===== config.mk =====
export PLATFORM = sky130hd
export DESIGN_NAME = tmo_timer
export DESIGN_NICKNAME = d
export VERILOG_FILES = /design/src/shared/tmo_pkg.sv /design/src/shared/tmo_tick_if.sv /design/src/hdl/tmo_prescaler.sv /design/src/hdl/tmo_timer.sv
export SDC_FILE = /design/constraint.sdc
export NUM_CORES = 1
export LEC_CHECK = 0
export ABC_AREA = 1
export BUFFER_PORTS_ARGS = -buffer_cell sky130_fd_sc_hd__buf_2
export CAP_MARGIN = 20
export CORE_MARGIN = 1
export CORE_UTILIZATION = 38
export CTS_BUF_LIST = sky130_fd_sc_hd__clkbuf_4 sky130_fd_sc_hd__clkbuf_8 sky130_fd_sc_hd__clkbuf_16
export CTS_CLUSTER_DIAMETER = 100
export DETAILED_ROUTE_END_ITERATION = 8
export GPL_TIMING_DRIVEN = 0
export PLACE_DENSITY = 0.67
export SLEW_MARGIN = 20
export SYNTH_ARGS = -nofsm -noshare
export SYNTH_HDL_FRONTEND = slang
export SYNTH_SLANG_ARGS = --single-unit

===== constraint.sdc =====
create_clock -name aclk -period 2.7 [get_ports aclk]
set_input_delay 0.54 -clock aclk [delete_from_list [all_inputs] [get_ports aclk]]
set_output_delay 0.54 -clock aclk [all_outputs]
set_load 0.02 [all_outputs]

===== src/shared/tmo_pkg.sv =====
package tmo_pkg;
  localparam logic [3:0] CTRL_OFF = 4'h0;
  localparam logic [3:0] COUNT_OFF = 4'h4;
  localparam logic [3:0] PERIOD_OFF = 4'h8;
  localparam logic [3:0] STATUS_OFF = 4'hc;
  localparam int RUN_BIT = 15;
  localparam int IDLE_HALT_BIT = 13;
  localparam int GATE_BIT = 6;
  localparam int PS_LSB = 4;
  localparam int SYNC_BIT = 2;
  localparam int SRC_BIT = 1;
  localparam logic [15:0] CTRL_MASK = 16'ha076;
  localparam logic [15:0] CTRL_RESET = 16'h0000;
  localparam logic [15:0] COUNT_RESET = 16'h0000;
  localparam logic [15:0] PERIOD_RESET = 16'hffff;
  localparam logic [7:0] DIV_8 = 8'h07;
  localparam logic [7:0] DIV_64 = 8'h3f;
  localparam logic [7:0] DIV_256 = 8'hff;
  localparam logic [1:0] RESP_OKAY = 2'h0;
  localparam logic [1:0] RESP_SLVERR = 2'h2;
endpackage : tmo_pkg


===== src/shared/tmo_tick_if.sv =====
`timescale 1ns/1ps
interface tmo_tick_if;
  logic [1:0] prescale_sel;
  logic clear;
  logic tick_in;
  logic tick_out;
  modport ctrl (output prescale_sel, output clear, output tick_in, input tick_out);
  modport div (input prescale_sel, input clear, input tick_in, output tick_out);
endinterface : tmo_tick_if


===== src/hdl/tmo_prescaler.sv =====
`timescale 1ns/1ps
module tmo_prescaler
  import tmo_pkg::*;
(
  input wire logic aclk,
  input wire logic aresetn,
  tmo_tick_if.div tk
);
  logic [7:0] cnt_reg;
  logic [7:0] limit;

  function automatic logic [7:0] ratio_limit(input logic [1:0] sel);
    case (sel)
      2'h1: ratio_limit = DIV_8;
      2'h2: ratio_limit = DIV_64;
      2'h3: ratio_limit = DIV_256;
      default: ratio_limit = 8'h00;
    endcase
  endfunction : ratio_limit

  assign limit = ratio_limit(tk.prescale_sel);
  assign tk.tick_out = tk.tick_in && (cnt_reg == limit);

  always_ff @(posedge aclk) begin
    if (!aresetn || tk.clear) begin
      cnt_reg <= 8'h00;
    end else if (tk.tick_in) begin
      cnt_reg <= (cnt_reg == limit) ? 8'h00 : cnt_reg + 8'h01;
    end
  end
endmodule : tmo_prescaler


===== src/hdl/tmo_timer.sv =====
// How it works
// - run bit set starts the 16-bit count, cleared stops it.
// - external source selected makes the gate enable bit have no effect.
// - sync bit chooses synchronised or raw pin clock; ignored on internal source.
// - source select picks pin rising edges or the internal peripheral clock.
// - prescale field gives ratios 1:1, 1:8, 1:64, 1:256 for codes 0 to 3.
// - idle halt bit stops the timer while the device is idle.
// - internal source with gate bit set counts only while gate is high.
`timescale 1ns/1ps
module tmo_timer
  import tmo_pkg::*;
(
  input wire logic aclk,
  input wire logic aresetn,
  input wire logic [3:0] s_axi_awaddr,
  input wire logic s_axi_awvalid,
  output logic s_axi_awready,
  input wire logic [31:0] s_axi_wdata,
  input wire logic [3:0] s_axi_wstrb,
  input wire logic s_axi_wvalid,
  output logic s_axi_wready,
  output logic [1:0] s_axi_bresp,
  output logic s_axi_bvalid,
  input wire logic s_axi_bready,
  input wire logic [3:0] s_axi_araddr,
  input wire logic s_axi_arvalid,
  output logic s_axi_arready,
  output logic [31:0] s_axi_rdata,
  output logic [1:0] s_axi_rresp,
  output logic s_axi_rvalid,
  input wire logic s_axi_rready,
  input wire logic ext_clk_pin,
  input wire logic gate_in,
  input wire logic idle_mode,
  output logic period_match
);
  logic [15:0] ctrl_reg;
  logic [15:0] count_reg;
  logic [15:0] period_reg;
  logic match_reg;
  logic [3:0] awaddr_reg;
  logic aw_held_reg;
  logic [31:0] wdata_reg;
  logic [3:0] wstrb_reg;
  logic w_held_reg;
  logic [1:0] sync_ext_reg;
  logic ext_prev_reg;
  logic [1:0] sync_gate_reg;
  logic gate_prev_reg;
  logic ext_raw_reg;
  logic ext_raw_prev_reg;
  logic ext_meta_reg;
  logic gate_meta_reg;
  logic ext_edge_sync;
  logic ext_edge_raw;
  logic ext_edge;
  logic gate_level;
  logic base_tick;
  logic running;
  logic do_write;
  logic [3:0] wr_addr;
  logic [15:0] wr_data;
  logic wr_ok;
  logic ext_sync_mode;
  logic [31:0] rd_data;
  logic rd_ok;

  tmo_tick_if tk ();

  tmo_prescaler u_prescaler (
    .aclk(aclk),
    .aresetn(aresetn),
    .tk(tk)
  );

  // three-stage input capture; change taken once stages two and three agree
  always_ff @(posedge aclk) begin
    if (!aresetn) begin
      ext_meta_reg <= 1'b0;
      sync_ext_reg <= 2'h0;
      ext_prev_reg <= 1'b0;
      gate_meta_reg <= 1'b0;
      sync_gate_reg <= 2'h0;
      gate_prev_reg <= 1'b0;
    end else begin
      ext_meta_reg <= ext_clk_pin;
      sync_ext_reg <= {sync_ext_reg[0], ext_meta_reg};
      if (sync_ext_reg[0] == sync_ext_reg[1]) begin
        ext_prev_reg <= sync_ext_reg[1];
      end
      gate_meta_reg <= gate_in;
      sync_gate_reg <= {sync_gate_reg[0], gate_meta_reg};
      if (sync_gate_reg[0] == sync_gate_reg[1]) begin
        gate_prev_reg <= sync_gate_reg[1];
      end
    end
  end

  // unsynchronised path: one capture, no filtering, so edges arrive sooner but glitches count
  always_ff @(posedge aclk) begin
    if (!aresetn) begin
      ext_raw_reg <= 1'b0;
      ext_raw_prev_reg <= 1'b0;
    end else begin
      ext_raw_reg <= ext_clk_pin;
      ext_raw_prev_reg <= ext_raw_reg;
    end
  end

  assign ext_edge_sync = (sync_ext_reg == 2'h3) && !ext_prev_reg;
  assign ext_edge_raw = ext_raw_reg && !ext_raw_prev_reg;
  assign gate_level = gate_prev_reg;

  assign ext_edge = ctrl_reg[SYNC_BIT] ? ext_edge_sync : ext_edge_raw;

  assign running = ctrl_reg[RUN_BIT] && !(idle_mode && ctrl_reg[IDLE_HALT_BIT]);

  always_comb begin
    if (ctrl_reg[SRC_BIT]) begin
      base_tick = ext_edge;
    end else if (ctrl_reg[GATE_BIT]) begin
      base_tick = gate_level;
    end else begin
      base_tick = 1'b1;
    end
  end

  assign tk.tick_in = running && base_tick;
  assign tk.prescale_sel = ctrl_reg[PS_LSB +: 2];
  assign tk.clear = !ctrl_reg[RUN_BIT];

  // write channel: address and data taken in either order, response after both
  always_ff @(posedge aclk) begin
    if (!aresetn) begin
      aw_held_reg <= 1'b0;
      awaddr_reg <= 4'h0;
      w_held_reg <= 1'b0;
      wdata_reg <= 32'h0;
      wstrb_reg <= 4'h0;
    end else begin
      if (s_axi_awvalid && s_axi_awready) begin
        aw_held_reg <= 1'b1;
        awaddr_reg <= s_axi_awaddr;
      end else if (do_write) begin
        aw_held_reg <= 1'b0;
      end
      if (s_axi_wvalid && s_axi_wready) begin
        w_held_reg <= 1'b1;
        wdata_reg <= s_axi_wdata;
        wstrb_reg <= s_axi_wstrb;
      end else if (do_write) begin
        w_held_reg <= 1'b0;
      end
    end
  end

  assign s_axi_awready = !aw_held_reg && !s_axi_bvalid;
  assign s_axi_wready = !w_held_reg && !s_axi_bvalid;
  assign do_write = aw_held_reg && w_held_reg && !s_axi_bvalid;
  assign wr_addr = {awaddr_reg[3:2], 2'h0};
  assign wr_data = {wstrb_reg[1] ? wdata_reg[15:8] : 8'h00, wstrb_reg[0] ? wdata_reg[7:0] : 8'h00};
  assign wr_ok = (wr_addr == CTRL_OFF) || (wr_addr == COUNT_OFF) || (wr_addr == PERIOD_OFF);
  assign ext_sync_mode = ctrl_reg[RUN_BIT] && ctrl_reg[SRC_BIT] && ctrl_reg[SYNC_BIT];

  always_ff @(posedge aclk) begin
    if (!aresetn) begin
      s_axi_bvalid <= 1'b0;
      s_axi_bresp <= RESP_OKAY;
    end else if (do_write) begin
      s_axi_bvalid <= 1'b1;
      s_axi_bresp <= wr_ok ? RESP_OKAY : RESP_SLVERR;
    end else if (s_axi_bready) begin
      s_axi_bvalid <= 1'b0;
    end
  end

  // unused bits are masked so they always read zero
  always_ff @(posedge aclk) begin
    if (!aresetn) begin
      ctrl_reg <= CTRL_RESET;
    end else if (do_write && wr_addr == CTRL_OFF) begin
      ctrl_reg <= (ctrl_reg & ~{wstrb_reg[1] ? 8'hff : 8'h00, wstrb_reg[0] ? 8'hff : 8'h00})
        | (wr_data & CTRL_MASK);
    end
  end

  always_ff @(posedge aclk) begin
    if (!aresetn) begin
      period_reg <= PERIOD_RESET;
    end else if (do_write && wr_addr == PERIOD_OFF) begin
      period_reg <= {wstrb_reg[1] ? wr_data[15:8] : period_reg[15:8], wstrb_reg[0] ? wr_data[7:0] : period_reg[7:0]};
    end
  end

  // counter wraps to zero on period match; software load has lower priority than nothing else, but is dropped while ext_sync_mode is set
  always_ff @(posedge aclk) begin
    if (!aresetn) begin
      count_reg <= COUNT_RESET;
      match_reg <= 1'b0;
    end else if (do_write && wr_addr == COUNT_OFF && !ext_sync_mode) begin
      count_reg <= {wstrb_reg[1] ? wr_data[15:8] : count_reg[15:8], wstrb_reg[0] ? wr_data[7:0] : count_reg[7:0]};
      match_reg <= 1'b0;
    end else if (tk.tick_out) begin
      if (count_reg == period_reg) begin
        count_reg <= COUNT_RESET;
        match_reg <= 1'b1;
      end else begin
        count_reg <= count_reg + 16'h0001;
        match_reg <= 1'b0;
      end
    end else begin
      match_reg <= 1'b0;
    end
  end

  assign period_match = match_reg;

  always_comb begin
    rd_ok = 1'b1;
    unique case ({s_axi_araddr[3:2], 2'h0})
      CTRL_OFF: rd_data = {16'h0000, ctrl_reg};
      COUNT_OFF: rd_data = {16'h0000, count_reg};
      PERIOD_OFF: rd_data = {16'h0000, period_reg};
      STATUS_OFF: rd_data = {29'h0, gate_level, running, ext_sync_mode};
      default: begin
        rd_data = 32'h0;
        rd_ok = 1'b0;
      end
    endcase
  end

  assign s_axi_arready = !s_axi_rvalid;

  always_ff @(posedge aclk) begin
    if (!aresetn) begin
      s_axi_rvalid <= 1'b0;
      s_axi_rdata <= 32'h0;
      s_axi_rresp <= RESP_OKAY;
    end else if (s_axi_arvalid && s_axi_arready) begin
      s_axi_rvalid <= 1'b1;
      s_axi_rdata <= rd_data;
      s_axi_rresp <= rd_ok ? RESP_OKAY : RESP_SLVERR;
    end else if (s_axi_rready) begin
      s_axi_rvalid <= 1'b0;
    end
  end
endmodule : tmo_timer


# Yosys cells after proc, flatten, opt, wreduce, memory -nomap -nowiden
# Index checks and enable logic that the tools add are counted.
# totals
output_inout_bits	42
word_cells	113
regBits	126
# op_classes
addsub	2
n_eq_ne	15
bitwise_logic	5
n_reduce_logical	44
mux	24
# ops
cell	count
32-bit case mux with 4 select lines	1
8-bit 2-to-1 mux	7
16-bit 2-to-1 mux	3
8-bit case mux with 3 select lines	1
1-bit logical AND	19
16-bit by 1-bit adder with 16-bit output, second input constant	1
16-bit bitwise AND	1
16-bit == test	1
16-bit inverter	1
16-bit bitwise OR	1
2-bit == test, second input constant	6
1-bit 2-to-1 mux	11
1-bit zero test	10
2-bit nonzero test	5
8-bit by 1-bit adder with 8-bit output, second input constant	1
8-bit == test	1
2-bit AND reduction	4
2-bit by 1-bit == test with 1-bit output, second input constant	3
4-bit zero test	1
2-bit inequality test, second input constant	2
1-bit logical OR	3
3-bit OR reduction	1
1-bit == test	2
2-bit zero test	1
other kinds (2)	3

# Logic depth before layout (Yosys ltp)
# logic_depth
depth_word	8
mapped_depth	12
depth_no_buf	11

# Cells and area by module
# From an unflattened synthesis, not the netlist that was laid out.
# unflattened
hier_cells	740
area_unflattened_um2	5137.4
# by_module_without_submodules
module	seq_area_each_um2	n_inst	cells_each	area_per_inst_um2
tmo_timer	1961.9	1	664	4664.5
tmo_prescaler	160.2	1	76	473.0

# Worst setup path after synthesis
# OpenSTA, ideal clock, no wires.
# synth_timing
path_kind	in2reg
startpoint	in idle_mode
endpoint	reg count_reg[0]
path_buffers	0
setup_time_ns	0.112
slack_ns	1.111
stages	10
required_time_ns	2.588
t_arrival_ns	1.477
path_cell_list	nand2_1 -> nand2_1 -> a21oi_1 -> nand2_1 -> inv_1 -> nand4_2 -> nand2_1 -> inv_1 -> nor2_1 -> nor2_1
# synth_via
elab_chain_len	7
# synth_rtl
element	line	text
from (decl)	tmo_timer.sv:34	input wire logic idle_mode,
1-bit logical AND	tmo_timer.sv:116	assign running = ctrl_reg[RUN_BIT] && !(idle_mode && ctrl_reg[IDLE_HALT_BIT]);
1-bit zero test	tmo_timer.sv:116	
1-bit logical AND	tmo_timer.sv:116	
1-bit logical AND	tmo_timer.sv:128	assign tk.tick_in = running && base_tick;
1-bit logical AND	tmo_prescaler.sv:22	assign tk.tick_out = tk.tick_in && (cnt_reg == limit);
2-bit nonzero test (no source line)	-	
2-bit AND reduction (no source line)	-	
to (signal assigned)	tmo_timer.sv:201	count_reg <= {wstrb_reg[1] ? wr_data[15:8] : count_reg[15:8], wstrb_reg[0] ? wr_data[7:0] : count_reg[7:0]};
to (signal assigned)	tmo_timer.sv:208	count_reg <= count_reg + 16'h0001;
to (decl)	tmo_timer.sv:38	logic [15:0] count_reg;
# No other way between the ends.
# A chain may end at the register's enable or synchronous reset.

# Worst setup path in the final report
# layout_timing
startpoint	reg w_held_reg
endpoint	reg period_reg[8]
# layout_via
elab_chain_len	4
# layout_rtl
element	line	text
from (decl)	tmo_timer.sv:45	logic w_held_reg;
from (signal assigned)	tmo_timer.sv:137	w_held_reg <= 1'b0;
from (signal assigned)	tmo_timer.sv:148	w_held_reg <= 1'b1;
from (signal assigned)	tmo_timer.sv:152	w_held_reg <= 1'b0;
1-bit logical AND (2 in series)	tmo_timer.sv:159	assign do_write = aw_held_reg && w_held_reg && !s_axi_bvalid;
1-bit logical AND	tmo_timer.sv:190	end else if (do_write && wr_addr == PERIOD_OFF) begin
2-bit AND reduction (no source line)	-	
to (signal assigned)	tmo_timer.sv:191	period_reg <= {wstrb_reg[1] ? wr_data[15:8] : period_reg[15:8], wstrb_reg[0] ? wr_data[7:0] : period_reg[7:0]} ...
to (decl)	tmo_timer.sv:39	logic [15:0] period_reg;
# No other way between the ends.

==> metrics.txt <==
Peak Freq 0.5305 GHz; # hold bufs at CTS 0; Clock Skew 0.01213 ns; TritonCTS Sinks roughly 110; WHS around 0.38 ns; pin count of the biggest net entering global routing 17; die area ~0.014 mm²; grt ovf 0; # resized after CTS 0; DRT iter0 DRCs between 400 and 500; Final setup viols 0; outcome complete, no violations; CTS Buffer Depth 2; Num CTS Buffers 9; total track usage around 20%; core box area ~0.013 mm²; endpoints failing hold 0; count of state elements after synthesis approximately 110; Final TNS setup 0 ns; Yosys top cell by area dfxtp_1; Clk network pwr share between 40% and 50%; Critical Path RT 2.91 ns; Tcrit/Tclk final about 70%; internal power about 2500 µW; Vias/cell roughly 4.8; Final nets ~900; post-synth top area share around two fifths; Synth area leaders dfxtp_1 (41%), nand2_1 (15%), nor2_1 (8.1%); width of the die 119.0 µm; first-pass GRT wire length approximately 22000 µm; sw power approximately 850 µW; Synth cell types 36; Synth warnings 0; Worst Hold Class in -> reg; Slowest cell on crit path nor2_1; sequential power share roughly half; r2r startpoint w_held_reg; hold wc startpoint gate_in; Syn Area/Cell approximately 6.9 µm²; max_slew headroom between 50 and 60%; Arr. time, crit path roughly 2.1 ns; clk_lat worst skew 0.35 ns; Final ANT Viol Nets 0; Worst VDD drop 292.5 µV; drt wl/cell 13.37 µm; crit path cell chain nand3_2, inv_2, nand3_1, nor2_1, buf_2, o211ai_1; Area Growth Syn to Fin 16.56%; ANT cells 0; CTS tree done; IO Port Bufs 53; initial antenna violation count 0; IO Pins 96; worst reg-to-reg path cell count 6; cell row count 42; Max-Cap Viols 0; drt first pass iters 5; CTS clk-pin slew, worst paths ~0.07 ns; PD cells roughly 560 mW/mm²; Crit. End Element flop; cell depth of the worst hold path 3; final wirelength 13620 µm; fraction of layout cells with a size suffix above 1 14.59%; htree depth 3; Setup CP Type reg -> reg; R2R setup slack between 0.8 and 0.9 ns; DRC errors left 0; worst reg2reg endpoint period_reg[8]; Sw Share roughly 25%; pre-CTS setup slack between 0.5 and 0.6 ns; Post-CTS Setup Bufs 0; Final Max Slew Viols 0; unrepaired setup endpoints after global routing no; clock root cell clkbuf_16; Worst Tran Pin Value roughly 0.72 ns; Critical Path Start Type flop; Crit Path Max Fanout 10; Mapped Area 0.005197 mm²; vias in the first global route 4381; Initial Utilization approximately 40%; CP max stage delay roughly 0.52 ns; Vias around 4900; Die Height 119.0 µm; Static Leak approximately 0.0029 µW; Comb power frac a little under a tenth; Syn Inst Count approximately 760; GPL Wtd Cong between 0.8 and 0.9; sequential area share after synthesis between 40 and 50%; detailed placer's ending HPWL ~10000 µm; PnR worst setup slack approximately 0.81 ns; Tmin final roughly 1.9 ns; final cell count without fillers about 1000; placed cells approximately 1000; Hold Path Sink gate_meta_reg
## critical path, delay by kind of cell, from the launching register on
family / cells / cell delay [ns]
AND/OR/NAND/NOR: 3 / 0.82
buffers and inverters: 2 / 0.45
flip-flops: 1 / 0.37
AO/OA/AOI/OAI: 1 / 0.10
## kinds of logic after synthesis
kind of cell / Yosys count / synth area share, %
XOR/XNOR: 13 / 2.191
buffers and inverters: 126 / 11.10
AO/OA/AOI/OAI: 119 / 13.48
other: 1 / 0.07215
AND/OR/NAND/NOR: 389 / 31.61
flip-flops: 106 / 40.83
adder cells (fa/ha/maj): 3 / 0.7223
## worst max-delay path by stage
| stage | start | endpoint | slack [ns] | cells past startpoint |
|---|---|---|---|---|
| 5_1_grt | s_axi_bvalid | period_reg[9] | 0.68 | 7 |
| 4_1_cts | s_axi_bvalid | period_reg[8] | 0.83 | 7 |
| 3_3_place_gp | idle_mode | count_reg[1] | 0.59 | 11 |
| 6_report | w_held_reg | period_reg[8] | 0.81 | 6 |
| 2_1_floorplan | idle_mode | count_reg[0] | 1.11 | 10 |
| 3_5_place_dp | idle_mode | count_reg[2] | 0.59 | 11 |
## layer usage
metal	part of all wire, %	vias up	GRT usage [%]	wire, µm
li1	-	2547	-	-
met1	50	2119	28.76	6762
met2	42	165	30.34	5664
met3	6.6	24	2.826	894
met4	2.2	0	7.358	299
met5	0	-	0	0
## synthesized netlist by cell type, drive strengths merged
library cell,number
a31oi,9
xnor2,1
conb,1
nand2,210
o21ai,50
nand3,53
o211ai,19
a41oi,6
a21oi,32
o21a,1
nand4,3
clkbuf,17
inv,79
nor3,5
buf,30
o22ai,2
dfxtp,106
ha,3
nand3b,2
nor4,1
xor2,12
nor2,115
## layout by cell type (no fill, tap or decap), types with 2 or more instances in the layout
cell,instances
inv_2,5
inv_1,74
clkbuf_16,9
dfxtp_1,106
nand2_1,208
a41oi_1,6
a21oi_2,3
nor2_1,112
o21ai_2,2
xor2_1,12
nand3_2,10
buf_6,3
o22ai_1,2
ha_1,3
clkinv_2,3
bufinv_16,2
o21ai_0,47
o211ai_1,19
buf_1,2
nand4_1,2
nand2_2,2
a31oi_1,9
buf_2,58
nand3_1,43
nor3_1,4
nand3b_1,2
a21oi_1,29
conb_1,19
buf_4,20
clkbuf_1,17
## stage by stage
| step | area [µm²] | util, % | total power (µW) |
|---|---|---|---|
| 6_report | 6058 | 45.57 | 3390 |
| 3_5_place_dp | 5751 | 43.25 | 2034 |
| 5_1_grt | 6058 | 45.57 | 3530 |
| 2_1_floorplan | 5265 | - | 1920 |
| 3_3_place_gp | 5751 | 43.25 | 2029 |
| 4_1_cts | 6058 | 45.57 | 3405 |
## power groups by stage
stage / registers (µW) / clock network [µW] / logic [µW]
detailed placement: 1710 / 0 / 327
global placement: 1710 / 0 / 323
CTS: 1670 / 1410 / 328
floorplan: 1720 / 0 / 203
global route: 1680 / 1490 / 365
finish: 1670 / 1390 / 326
## final cells by class
cell class / count / area (µm²)
fillers: 1357 / 7237
multi-input cells: 543 / 2566
flip-flops and latches: 106 / 2122
inverters: 79 / 296.5
plain buffers: 47 / 280.3
repair buffers: 53 / 265.3
clock buffers: 9 / 225.2
well taps: 176 / 220.2
clock inverters: 6 / 82.58
(Power assumes the default switching activity.)
